--- config.mk ---
export PLATFORM = sky130hd
export DESIGN_NAME = bad_decode_flat
export DESIGN_NICKNAME = d
export VERILOG_FILES = /design/src/core/bad_pkg.sv /design/src/core/bad_bus_if.sv /design/src/core/bad_decode.sv /design/src/flat_wrapper.sv
export SDC_FILE = /design/constraint.sdc
export NUM_CORES = 1
export LEC_CHECK = 0
export ABC_CLOCK_PERIOD_IN_PS = 4300
export BUFFER_PORTS_ARGS = -buffer_cell sky130_fd_sc_hd__buf_2
export CORE_ASPECT_RATIO = 1.75
export CORE_MARGIN = 3
export CORE_UTILIZATION = 51
export CTS_BUF_LIST = sky130_fd_sc_hd__clkbuf_16
export CTS_CLUSTER_SIZE = 24
export DETAILED_ROUTE_END_ITERATION = 7
export HOLD_SLACK_MARGIN = 0.12
export PLACE_DENSITY = 0.83
export SYNTH_ARGS = -nofsm -noshare
export SYNTH_HDL_FRONTEND = slang
export SYNTH_SLANG_ARGS = --single-unit
--- constraint.sdc ---
create_clock -name clk_sys_i -period 4.3 [get_ports clk_sys_i]
set_clock_uncertainty 0.1 [all_clocks]
set_input_delay 0.43 -clock clk_sys_i [delete_from_list [all_inputs] [get_ports clk_sys_i]]
set_output_delay 0.43 -clock clk_sys_i [all_outputs]
set_load 0.05 [all_outputs]
--- src/core/bad_pkg.sv ---
/*
 Package for the board address decoder: widths, address map and field positions.
 Assumes nothing of its surroundings.
*/
package bad_pkg;
   localparam int BAD_ADDR_W = 16;
   localparam int BAD_DATA_W = 8;
   localparam logic [15:0] BAD_PRAM_LO = 16'h0000;
   localparam logic [15:0] BAD_PRAM_HI = 16'h01ff;
   localparam logic [15:0] BAD_ROM_LO = 16'h7c00;
   localparam logic [15:0] BAD_ROM_HI = 16'h7fff;
   localparam logic [15:0] BAD_VRAM_LO = 16'hffc0;
   localparam logic [15:0] BAD_VRAM_HI = 16'hffff;
   localparam logic [15:0] BAD_PPA_LO = 16'h4000;
   localparam logic [15:0] BAD_PPA_HI = 16'h4003;
   localparam logic [15:0] BAD_PPA_REGION_LO = 16'h4000;
   localparam logic [15:0] BAD_PPA_REGION_HI = 16'h5c03;
   localparam logic [15:0] BAD_MIO_LO = 16'h6200;
   localparam logic [15:0] BAD_MIO_HI = 16'h6e07;
   localparam logic [15:0] BAD_MIO_IGNORE_MASK = 16'hf3ff;
   localparam logic [15:0] BAD_MIO_BASE = 16'h6200;
   localparam logic [15:0] BAD_MIO_MATCH_MASK = 16'hf3f8;
   localparam int BAD_A15_POS = 15;
   localparam int BAD_GRP_LSB = 8;
   localparam int BAD_GRP_W = 4;
   localparam int BAD_BLK_LSB = 12;
   localparam int BAD_BLK_W = 4;
   localparam int BAD_NGRP = 16;
   localparam int BAD_LOW_W = 8;
   localparam logic [3:0] BAD_BLK_RST = 4'h0;
endpackage

--- src/core/bad_bus_if.sv ---
/*
 Processor bus between the decoder board and the bus master.
 Assumes the master drives address, phase clocks and write, and samples ready, on clk_sys_i.
*/
`timescale 1ns/1ps
`default_nettype none
interface bad_bus_if;
   import bad_pkg::*;
   logic [BAD_ADDR_W-1:0] addr;
   logic [BAD_DATA_W-1:0] data_m2d;
   logic [BAD_DATA_W-1:0] data_d2m;
   logic data_d2m_oe;
   logic we;
   logic phase1_clock;
   logic phase2_clock;
   logic cpu_resetn;
   logic rdy;
   logic irq_n;
   logic nmi_n;
   logic forced_addr_bit15;
   modport dev (input addr, data_m2d, we, phase1_clock, phase2_clock, cpu_resetn, nmi_n,
      output data_d2m, data_d2m_oe, rdy, irq_n, forced_addr_bit15);
   modport mst (output addr, data_m2d, we, phase1_clock, phase2_clock, cpu_resetn, nmi_n,
      input data_d2m, data_d2m_oe, rdy, irq_n, forced_addr_bit15);
endinterface
`default_nettype wire

--- src/core/bad_decode.sv ---
/*
 Board address decoder: on-board selects, RAM card page and card decode, strobes,
 interrupt routing and the forced address bit during reset.
 Assumes the bus master behind bad_bus_if.mst; selects are registered one cycle late.
*/
// Behaviour
// - 16-bit address, 8-bit data bus.
// - Program RAM at 0000 to 01ff.
// - Monitor ROM at 7c00 to 7fff.
// - Vector RAM at ffc0 to ffff.
// - Address bit 15 forced low in reset.
// - Parallel port adapter at 4000 to 4003.
// - 4000 to 5c03 reserved for adapters.
// - Multifunction chip decode ignores A10, A11.
// - Maskable and non-maskable interrupt inputs.
// - Jumpers route adapter interrupts to irq.
// - Slow device holds ready low.
// - Tape reader uses multifunction ports.
// - RAM card: sixteen 256-byte groups.
// - A8..A11 decoded one of sixteen.
// - Card enabled when A12..A15 match jumpers.
// - A0..A7 pass straight to chips.
// - Write strobe low during write phase two.
// - Read/write level high during write.
`timescale 1ns/1ps
`default_nettype none
module bad_decode
   import bad_pkg::*;
(
   input wire logic clk_sys_i,
   input wire logic resetn_i,
   bad_bus_if.dev bus,
   input wire logic [1:0] ppa_irq_n_i,
   input wire logic [1:0] irq_jumper_i,
   input wire logic [BAD_BLK_W-1:0] card_blk_i,
   input wire logic dev_ready_i,
   input wire logic [BAD_DATA_W-1:0] rd_data_i,
   output logic pram_sel_o,
   output logic rom_sel_o,
   output logic vram_sel_o,
   output logic ppa_sel_o,
   output logic mio_sel_o,
   output logic card_en_o,
   output logic [BAD_NGRP-1:0] grp_sel_o,
   output logic [BAD_LOW_W-1:0] chip_addr_o,
   output logic write_n_o,
   output logic rw_o,
   output logic [BAD_DATA_W-1:0] wr_data_o
);
   // Board pins: adapter interrupts, interrupt jumpers, card block jumpers, device ready.
   localparam int PIN_W = 2 + 2 + BAD_BLK_W + 1;
   localparam logic [PIN_W-1:0] PIN_RST = {2'b11, 2'b00, BAD_BLK_RST, 1'b0};
   logic [BAD_ADDR_W-1:0] eff_addr;
   logic pram_hit;
   logic rom_hit;
   logic vram_hit;
   logic ppa_hit;
   logic mio_hit;
   logic ppa_region;
   logic card_hit;
   logic any_hit;
   logic [BAD_NGRP-1:0] grp_dec;
   logic irq_nxt;
   logic pram_sel_r;
   logic rom_sel_r;
   logic vram_sel_r;
   logic ppa_sel_r;
   logic mio_sel_r;
   logic card_en_r;
   logic [BAD_NGRP-1:0] grp_sel_r;
   logic [BAD_LOW_W-1:0] chip_addr_r;
   logic write_n_r;
   logic rw_r;
   logic irq_n_r;
   logic rdy_r;
   logic oe_r;
   logic a15_r;
   logic [BAD_DATA_W-1:0] wr_data_r;
   logic [BAD_DATA_W-1:0] rd_data_r;
   logic [PIN_W-1:0] pin_raw;
   logic [PIN_W-1:0] pin_s1_r;
   logic [PIN_W-1:0] pin_s2_r;
   logic [PIN_W-1:0] pin_s3_r;
   logic [PIN_W-1:0] pin_flt_r;
   logic [PIN_W-1:0] pin_flt_nxt;
   logic [1:0] ppa_irq_n_s;
   logic [1:0] irq_jumper_s;
   logic [BAD_BLK_W-1:0] blk_s;
   logic dev_ready_s;

   // The effective top bit is cleared while the processor is held in reset.
   assign eff_addr = {bus.addr[BAD_A15_POS] & bus.cpu_resetn, bus.addr[BAD_A15_POS-1:0]};
   assign pram_hit = (eff_addr >= BAD_PRAM_LO) && (eff_addr <= BAD_PRAM_HI);
   assign rom_hit = (eff_addr >= BAD_ROM_LO) && (eff_addr <= BAD_ROM_HI);
   assign vram_hit = (eff_addr >= BAD_VRAM_LO) && (eff_addr <= BAD_VRAM_HI);
   assign ppa_region = (eff_addr >= BAD_PPA_REGION_LO) && (eff_addr <= BAD_PPA_REGION_HI);
   assign ppa_hit = ppa_region && (eff_addr >= BAD_PPA_LO) && (eff_addr <= BAD_PPA_HI);
   // Aliases produced by ignoring A10 and A11 are accepted.
   assign mio_hit = ((eff_addr & BAD_MIO_MATCH_MASK) == (BAD_MIO_BASE & BAD_MIO_MATCH_MASK))
      && ((eff_addr & BAD_MIO_IGNORE_MASK) >= (BAD_MIO_LO & BAD_MIO_IGNORE_MASK))
      && (eff_addr <= BAD_MIO_HI);
   assign card_hit = (eff_addr[BAD_BLK_LSB +: BAD_BLK_W] == blk_s);
   assign any_hit = pram_hit | rom_hit | vram_hit | ppa_hit | mio_hit | card_hit;
   assign irq_nxt = ~((~ppa_irq_n_s[0] & irq_jumper_s[0])
      | (~ppa_irq_n_s[1] & irq_jumper_s[1]));

   genvar g;
   generate
      for (g = 0; g < BAD_NGRP; g++)
      begin : gen_grp
         assign grp_dec[g] = card_hit && (eff_addr[BAD_GRP_LSB +: BAD_GRP_W] == BAD_GRP_W'(g));
      end
   endgenerate

   // Board pins pass three flops; a bit moves on only once the last two agree.
   assign pin_raw = {ppa_irq_n_i, irq_jumper_i, card_blk_i, dev_ready_i};
   generate
      for (g = 0; g < PIN_W; g++)
      begin : gen_pin
         assign pin_flt_nxt[g] = (pin_s2_r[g] == pin_s3_r[g]) ? pin_s3_r[g] : pin_flt_r[g];
      end
   endgenerate
   assign {ppa_irq_n_s, irq_jumper_s, blk_s, dev_ready_s} = pin_flt_r;

   always_ff @(posedge clk_sys_i or negedge resetn_i)
   begin
      if (!resetn_i)
      begin
         pin_s1_r <= PIN_RST;
         pin_s2_r <= PIN_RST;
         pin_s3_r <= PIN_RST;
         pin_flt_r <= PIN_RST;
      end
      else
      begin
         pin_s1_r <= pin_raw;
         pin_s2_r <= pin_s1_r;
         pin_s3_r <= pin_s2_r;
         pin_flt_r <= pin_flt_nxt;
      end
   end

   // Selects follow the address with one clock of latency.
   always_ff @(posedge clk_sys_i or negedge resetn_i)
   begin
      if (!resetn_i)
      begin
         pram_sel_r <= 1'b0;
         rom_sel_r <= 1'b0;
         vram_sel_r <= 1'b0;
         ppa_sel_r <= 1'b0;
         mio_sel_r <= 1'b0;
         card_en_r <= 1'b0;
         grp_sel_r <= '0;
         chip_addr_r <= '0;
         a15_r <= 1'b0;
      end
      else
      begin
         pram_sel_r <= pram_hit;
         rom_sel_r <= rom_hit;
         vram_sel_r <= vram_hit;
         ppa_sel_r <= ppa_hit;
         mio_sel_r <= mio_hit;
         card_en_r <= card_hit;
         grp_sel_r <= grp_dec;
         chip_addr_r <= eff_addr[BAD_LOW_W-1:0];
         a15_r <= eff_addr[BAD_A15_POS];
      end
   end

   always_ff @(posedge clk_sys_i or negedge resetn_i)
   begin
      if (!resetn_i)
      begin
         write_n_r <= 1'b1;
         rw_r <= 1'b0;
         irq_n_r <= 1'b1;
         rdy_r <= 1'b0;
         oe_r <= 1'b0;
         wr_data_r <= '0;
         rd_data_r <= '0;
      end
      else
      begin
         write_n_r <= ~(bus.we & bus.phase2_clock);
         rw_r <= bus.we;
         irq_n_r <= irq_nxt;
         rdy_r <= dev_ready_s;
         oe_r <= ~bus.we & any_hit;
         wr_data_r <= bus.data_m2d;
         rd_data_r <= rd_data_i;
      end
   end

   assign pram_sel_o = pram_sel_r;
   assign rom_sel_o = rom_sel_r;
   assign vram_sel_o = vram_sel_r;
   assign ppa_sel_o = ppa_sel_r;
   assign mio_sel_o = mio_sel_r;
   assign card_en_o = card_en_r;
   assign grp_sel_o = grp_sel_r;
   assign chip_addr_o = chip_addr_r;
   assign write_n_o = write_n_r;
   assign rw_o = rw_r;
   assign wr_data_o = wr_data_r;
   assign bus.data_d2m = rd_data_r;
   assign bus.data_d2m_oe = oe_r;
   assign bus.rdy = rdy_r;
   assign bus.irq_n = irq_n_r;
   assign bus.forced_addr_bit15 = a15_r;
endmodule
`default_nettype wire

--- src/flat_wrapper.sv ---
// flat-port wrapper written by rule: the top's interface ports become plain ports
module bad_decode_flat import bad_pkg::*;
  (clk_sys_i, resetn_i, ppa_irq_n_i, irq_jumper_i, card_blk_i, dev_ready_i, rd_data_i, pram_sel_o, rom_sel_o, vram_sel_o, ppa_sel_o, mio_sel_o, card_en_o, grp_sel_o, chip_addr_o, write_n_o, rw_o, wr_data_o, bus_addr, bus_data_m2d, bus_we, bus_phase1_clock, bus_phase2_clock, bus_cpu_resetn, bus_nmi_n, bus_data_d2m, bus_data_d2m_oe, bus_rdy, bus_irq_n, bus_forced_addr_bit15);
  bad_bus_if bus_i ();
  input wire logic clk_sys_i;
  input wire logic resetn_i;
  input wire logic [1:0] ppa_irq_n_i;
  input wire logic [1:0] irq_jumper_i;
  input wire logic [BAD_BLK_W-1:0] card_blk_i;
  input wire logic dev_ready_i;
  input wire logic [BAD_DATA_W-1:0] rd_data_i;
  output logic pram_sel_o;
  output logic rom_sel_o;
  output logic vram_sel_o;
  output logic ppa_sel_o;
  output logic mio_sel_o;
  output logic card_en_o;
  output logic [BAD_NGRP-1:0] grp_sel_o;
  output logic [BAD_LOW_W-1:0] chip_addr_o;
  output logic write_n_o;
  output logic rw_o;
  output logic [BAD_DATA_W-1:0] wr_data_o;
  input wire logic [$bits(bus_i.addr)-1:0] bus_addr;
  input wire logic [$bits(bus_i.data_m2d)-1:0] bus_data_m2d;
  input wire logic [$bits(bus_i.we)-1:0] bus_we;
  input wire logic [$bits(bus_i.phase1_clock)-1:0] bus_phase1_clock;
  input wire logic [$bits(bus_i.phase2_clock)-1:0] bus_phase2_clock;
  input wire logic [$bits(bus_i.cpu_resetn)-1:0] bus_cpu_resetn;
  input wire logic [$bits(bus_i.nmi_n)-1:0] bus_nmi_n;
  output wire logic [$bits(bus_i.data_d2m)-1:0] bus_data_d2m;
  output wire logic [$bits(bus_i.data_d2m_oe)-1:0] bus_data_d2m_oe;
  output wire logic [$bits(bus_i.rdy)-1:0] bus_rdy;
  output wire logic [$bits(bus_i.irq_n)-1:0] bus_irq_n;
  output wire logic [$bits(bus_i.forced_addr_bit15)-1:0] bus_forced_addr_bit15;
  assign bus_i.addr = bus_addr;
  assign bus_i.data_m2d = bus_data_m2d;
  assign bus_i.we = bus_we;
  assign bus_i.phase1_clock = bus_phase1_clock;
  assign bus_i.phase2_clock = bus_phase2_clock;
  assign bus_i.cpu_resetn = bus_cpu_resetn;
  assign bus_i.nmi_n = bus_nmi_n;
  assign bus_data_d2m = bus_i.data_d2m;
  assign bus_data_d2m_oe = bus_i.data_d2m_oe;
  assign bus_rdy = bus_i.rdy;
  assign bus_irq_n = bus_i.irq_n;
  assign bus_forced_addr_bit15 = bus_i.forced_addr_bit15;
  bad_decode u_core (.clk_sys_i(clk_sys_i), .resetn_i(resetn_i), .bus(bus_i), .ppa_irq_n_i(ppa_irq_n_i), .irq_jumper_i(irq_jumper_i), .card_blk_i(card_blk_i), .dev_ready_i(dev_ready_i), .rd_data_i(rd_data_i), .pram_sel_o(pram_sel_o), .rom_sel_o(rom_sel_o), .vram_sel_o(vram_sel_o), .ppa_sel_o(ppa_sel_o), .mio_sel_o(mio_sel_o), .card_en_o(card_en_o), .grp_sel_o(grp_sel_o), .chip_addr_o(chip_addr_o), .write_n_o(write_n_o), .rw_o(rw_o), .wr_data_o(wr_data_o));
endmodule
; Word level (Yosys, flattened, before mapping)
; Cells that the tools add are included.
[totals]
reg_bits = 88
inputBits = 48
wordCells = 106
out_inout_bits = 52
[classes]
reduce_logical = 25
n_bitwise = 16
n_lt_le_gt_ge = 11
n_eq_ne = 26
[op_table]
columns = cell, count
row1 = $le 16x15->1 const B, 4
row2 = $ge 16x15->1 const B, 3
row3 = $eq 4x4->1 const B, 8
row4 = $logic_and 1x1->1, 24
row5 = $eq 4x3->1 const B, 4
row6 = $ge 16x1->1 const B, 1
row7 = $ge 16x16->1 const B, 1
row8 = $le 16x16->1 const B, 1
row9 = $le 16x9->1 const B, 1
row10 = $eq 11x10->1 const B, 1
row11 = $eq 1x1->1, 9
row12 = $eq 4x2->1 const B, 2
row13 = $or 1x1->1, 6
row14 = $and 1x1->1, 5
row15 = $not 1->1, 5
row16 = $eq 4x1->1 const B, 1
row17 = $eq 4x4->1, 1
row18 = $logic_not 4->1, 1

; Longest topological paths before layout
[depth]
depth_word = 9
mapped_depth = 5
mapped_depth_nobuf = 5

; Worst setup path before layout
; No wires, ideal clock.
[synth_timing]
path_kind = input -> register
start = input bus_addr[6]
end = register u_core.oe_r, in the netlist u_core.bus.data_d2m_oe
setup_time_ns = 0.082
slack_ns = 2.658
arrival_time_ns = 1.460
path_buffers = 0
path_stages = 4
t_required_ns = 4.118
path_cell_list = or4_2 > nor2_1 > nand4_1 > a31oi_1
[synth_via]
elab_chain_len = 8
elab_cells_between_ends = 26
cone_classes = 11 x order compare / 1 x eq/ne / 6 x bitwise / 8 x reduce/logical
[synth_rtl]
columns = element, line_no
row1 = "start, declared", flat_wrapper.sv:23  ; input wire logic [$bits(bus_i.addr)-1:0] bus_addr;
row2 = "$ge 16x1->1, or another cell as far along", bad_decode.sv:93  ; assign pram_hit = (eff_addr >= BAD_PRAM_LO) && (eff_addr <= BAD_PRAM_HI);
row3 = "$logic_and 1x1->1, on equally long branches", "bad_decode.sv:93, bad_decode.sv:94, bad_decode.sv:96"
row4 = $or 1x1->1 or $logic_and 1x1->1 (tied branches) (2 in series), "bad_decode.sv:103, bad_decode.sv:97"
row5 = $or 1x1->1, bad_decode.sv:103  ; assign any_hit = pram_hit | rom_hit | vram_hit | ppa_hit | mio_hit | card_hit;
row6 = $or 1x1->1 (*) (2 in series), bad_decode.sv:103
row7 = $and 1x1->1 (*), bad_decode.sv:190  ; oe_r <= ~bus.we & any_hit;
row8 = "end signal, assigned", bad_decode.sv:190
row9 = "end, declared", bad_decode.sv:76  ; logic oe_r;
; Mark *: on every way between the ends. The rest lies on a longest branch, timed or not.
; A chain may end at the register's enable or synchronous reset.

; Final worst setup path
[layout_timing]
start = input bus_addr[4]
end = register u_core.oe_r, in the netlist u_core.bus.data_d2m_oe
; Same word-level chain as after synthesis.

==> metrics.md <==
| Metric | Value |
|---|---|
| Share of cells above drive strength 1 | 41.9% |
| Final #Nets | roughly 340 |
| WP data arrival | 2.31 ns |
| DIE HEIGHT | 101 um |
| Gr usage total | between 10% and 20% |
| Hold Crit Class | input port to flip-flop |
| Core Area | approximately 0.005 mm^2 |
| Cells after DPL | 305 |
| Setup TNS | 0 ns |
| FF-to-FF setup slack | about 2.6 ns |
| Routability Congestion | around 0.8 |
| XOR/XNOR Fraction of Synth Area | 0.995% |
| PostCTS Resize Cnt | 0 |
| Die X-Extent | roughly 60 um |
| Number of port buffers | 97 |
| Hold Vio Cnt, Final | 0 |
| Post-route DRC | 0 |
| DP Wirelength | approximately 3.3 mm |
| Min Tclk post-route | 2.17 ns |
| Syn_area_per_cell | 16.9 um^2 |
| Worst setup SP type | input port |
| Top Ports | 100 |
| Seq/Total Area, Yosys | 83.8% |
| Area growth, synth to finish | 44.0% |
| Post-synth top flop | dfrtp_1 |
| Status | completed |
| CP Capture Type | flip-flop |
| Maximum buffer depth of the clock tree | 2 |
| 1st-iter DRT viols | 58 |
| Synth Warn # | 0 |
| Remaining antenna violation count | 0 |
| Wire length of the first global-routing pass | 8.56 mm |
| Lkg Pwr | ~0.0019 uW |
| Clk_lat worst skew | 0.33 ns |
| # setup viols final | 0 |
| Cell Pwr Density | 488 mW/mm^2 |
| Largest net degree at the start of global routing | 89 |
| VDD IR max | 571 uV |
| Max-Slew Margin vs Limit | 32.6% |
| Vias in the first global route | 1883 |
| Num CTS Buffers | 9 |
| H-tree Lvls | 3 |
| TritonCTS Sinks | 88 |
| Ys async rst share | between 90% and 100% |
| Setup crit end | u_core.bus.data_d2m_oe$_DFF_PN0_ |
| Post-Layout Cell Count | 352 |
| Number of enable flip-flop cells after synthesis | 0 |
| Post-synthesis simple-gate area fraction | between 8 and 9% |
| Start point of the critical path | bus_addr[4] |
| Crit Reg-Reg Startpoint | u_core.pin_flt_r[2]$_DFFE_PN0N_ |
| Number of post-CTS setup repair buffers | 0 |
| Synthesized Nets | 204 |
| Final period util | 50.4% |
| DIE AREA | slightly above 0.006 mm^2 |
| Post-CTS Hold Buffers | 31 |
| Drt pass-1 iters | 4 |
| Row cnt | 34 |
| Initial antenna violation count | 0 |
| Total of max-cap violations | 0 |
| WS Path Type | input port to flip-flop |
| TritonCTS clock tree | yes |
| Vias | 1747 |
| Drt wl/cell | 14.9 um |
| Root Buffer | clkbuf_16 |
| Most common cell in the synthesized netlist | dfrtp_1 |
| Worst-path clk slew | 0.06 ns |
| Biggest area consumer among synthesized cells | dfrtp_1 |
| Worst-Margin Slew | 1.01 ns |
| Cell variety after synth | 25 |
| Area contributors post-synth | dfrtp_1 74%, dfstp_2 9.9%, maj3_1 3.4%, nor2_1 2.6%, a2111oi_4 1.0% |
| Reg2reg end | u_core.grp_sel_o[4]$_DFF_PN0_ |
| Slew Viols, Final | 0 |
| Critical Path RT | 4.45 ns |
| Worst reg2reg path depth | 4 |
| Grt total ovfl | 0 |
| Max Clk Rate | between 0.4 and 0.5 GHz |
| Post-synth top area share | around 74% |
| ANT cells | 0 |
| Vias per cell | 4.96 |
| Most frequent cells after synthesis | 78 x dfrtp_1, 18 x nor2_1, 10 x dfstp_2, 9 x maj3_1, 5 x nand2_1 |
| Synth Area in Compound Gates | under 10% |
| Final WL | 5.25 mm |
| Adder-cell share of the synthesized area | 3.41% |
| Largest family of logic cells by synthesized area | simple AND/OR/NAND/NOR gates |
| Post-Syn Area | between 0.002 and 0.003 mm^2 |
| Unrepaired setup endpoints after global routing | no |
| Worst-path maximum fanout | 3 |
| Seq cells post-synth | a little under 90 |
| Syn Inst Count | 156 |
| Mux contribution to synthesized area | 0% |
| Initial Util | 53.1% |
stage by stage:
stage	hold WS [ns]	instance area, um^2	total power (uW)	setup slack, ns	util, %
after global routing	0.126	3800	1920	2.07	76.4
after detailed placement	0.235	3180	1060	2.32	63.9
after global placement	0.232	3180	1050	2.35	63.9
final	0.131	3800	1860	2.13	76.4
after CTS	0.123	3800	1870	2.13	76.4
after floorplan	0.0344	2640	991	2.66	-
sequential cells by signal, indices dropped and copies added (netlist names), 8 cells and up:
name	flops
u_core.bus.data_d2m	8
u_core.pin_s1_r	9
u_core.pin_s3_r	9
u_core.pin_flt_r	9
u_core.chip_addr_o	8
u_core.wr_data_o	8
u_core.grp_sel_o	16
u_core.pin_s2_r	9
placed cells by master (no fill, tap or decap), types with 2 or more instances in the layout:
| master | Yosys | routed |
|---|---|---|
| buf_2 | 0 | 96 |
| clkbuf_16 | 0 | 9 |
| bufinv_16 | 0 | 2 |
| nand2b_1 | 2 | 2 |
| nand2_1 | 5 | 5 |
| nand3_1 | 4 | 4 |
| dfstp_2 | 10 | 10 |
| maj3_1 | 9 | 9 |
| nor3_1 | 4 | 4 |
| nand3b_1 | 2 | 2 |
| dlygate4sd3_1 | 0 | 31 |
| dfrtp_1 | 78 | 78 |
| nand4_1 | 2 | 2 |
| xor2_1 | 3 | 3 |
| nor2_1 | 18 | 18 |
| nor4_1 | 2 | 2 |
| inv_1 | 4 | 4 |
| clkinv_2 | 0 | 3 |
report_power, final:
group / total, uW / switching, uW / internal [uW]
Sequential: 886 / 14.5 / 872
Clock: 793 / 290 / 503
Combinational: 176 / 117 / 58.8
logic make-up after synthesis:
family / Yosys count
flops: 88
simple gates: 44
xor+xnor: 3
buf+inv: 6
compound gates: 6
fa+ha+maj: 9
worst min-delay path by stage:
| stage | slack (ns) | end | start | cells after the start |
|---|---|---|---|---|
| 2_1_floorplan | 0.03 | u_core.bus.data_d2m[0]$_DFF_PN0_ | resetn_i | 0 |
| 3_3_place_gp | 0.23 | u_core.pin_s2_r[5]$_DFF_PN0_ | u_core.pin_s1_r[5]$_DFF_PN0_ | 0 |
| 3_5_place_dp | 0.23 | u_core.pin_s2_r[1]$_DFF_PN0_ | u_core.pin_s1_r[1]$_DFF_PN0_ | 0 |
| 4_1_cts | 0.12 | u_core.chip_addr_o[2]$_DFF_PN0_ | bus_addr[2] | 1 |
| 5_1_grt | 0.13 | u_core.chip_addr_o[2]$_DFF_PN0_ | bus_addr[2] | 1 |
| 6_report | 0.13 | u_core.chip_addr_o[2]$_DFF_PN0_ | bus_addr[2] | 1 |
worst max-delay path, stage by stage:
cell	delay (ns)
dlygate4sd3_1	0.53
buf_2	0.13
or4_2	0.63
nor2_1	0.24
nand4_1	0.19
a31oi_1	0.16
routing by layer:
metal | wire, um | global-route usage [%] | vias up
li1 | - | - | 792
met1 | 1720 | 20.0 | 860
met2 | 2950 | 33.8 | 83
met3 | 453 | 8.16 | 12
met4 | 127 | 8.70 | 0
met5 | 0 | 0 | -
cell type report:
type                       instances  area (um^2)
timing repair buffer             128          798
clock inverter                     7         86.3
sequential                        88         2210
inverter                           4         15.0
clock buffer                       9          225
fill                             330         1170
multi-input combinational         62          397
tap                               54         67.6
No activity file was read; power rests on OpenSTA's default activity.
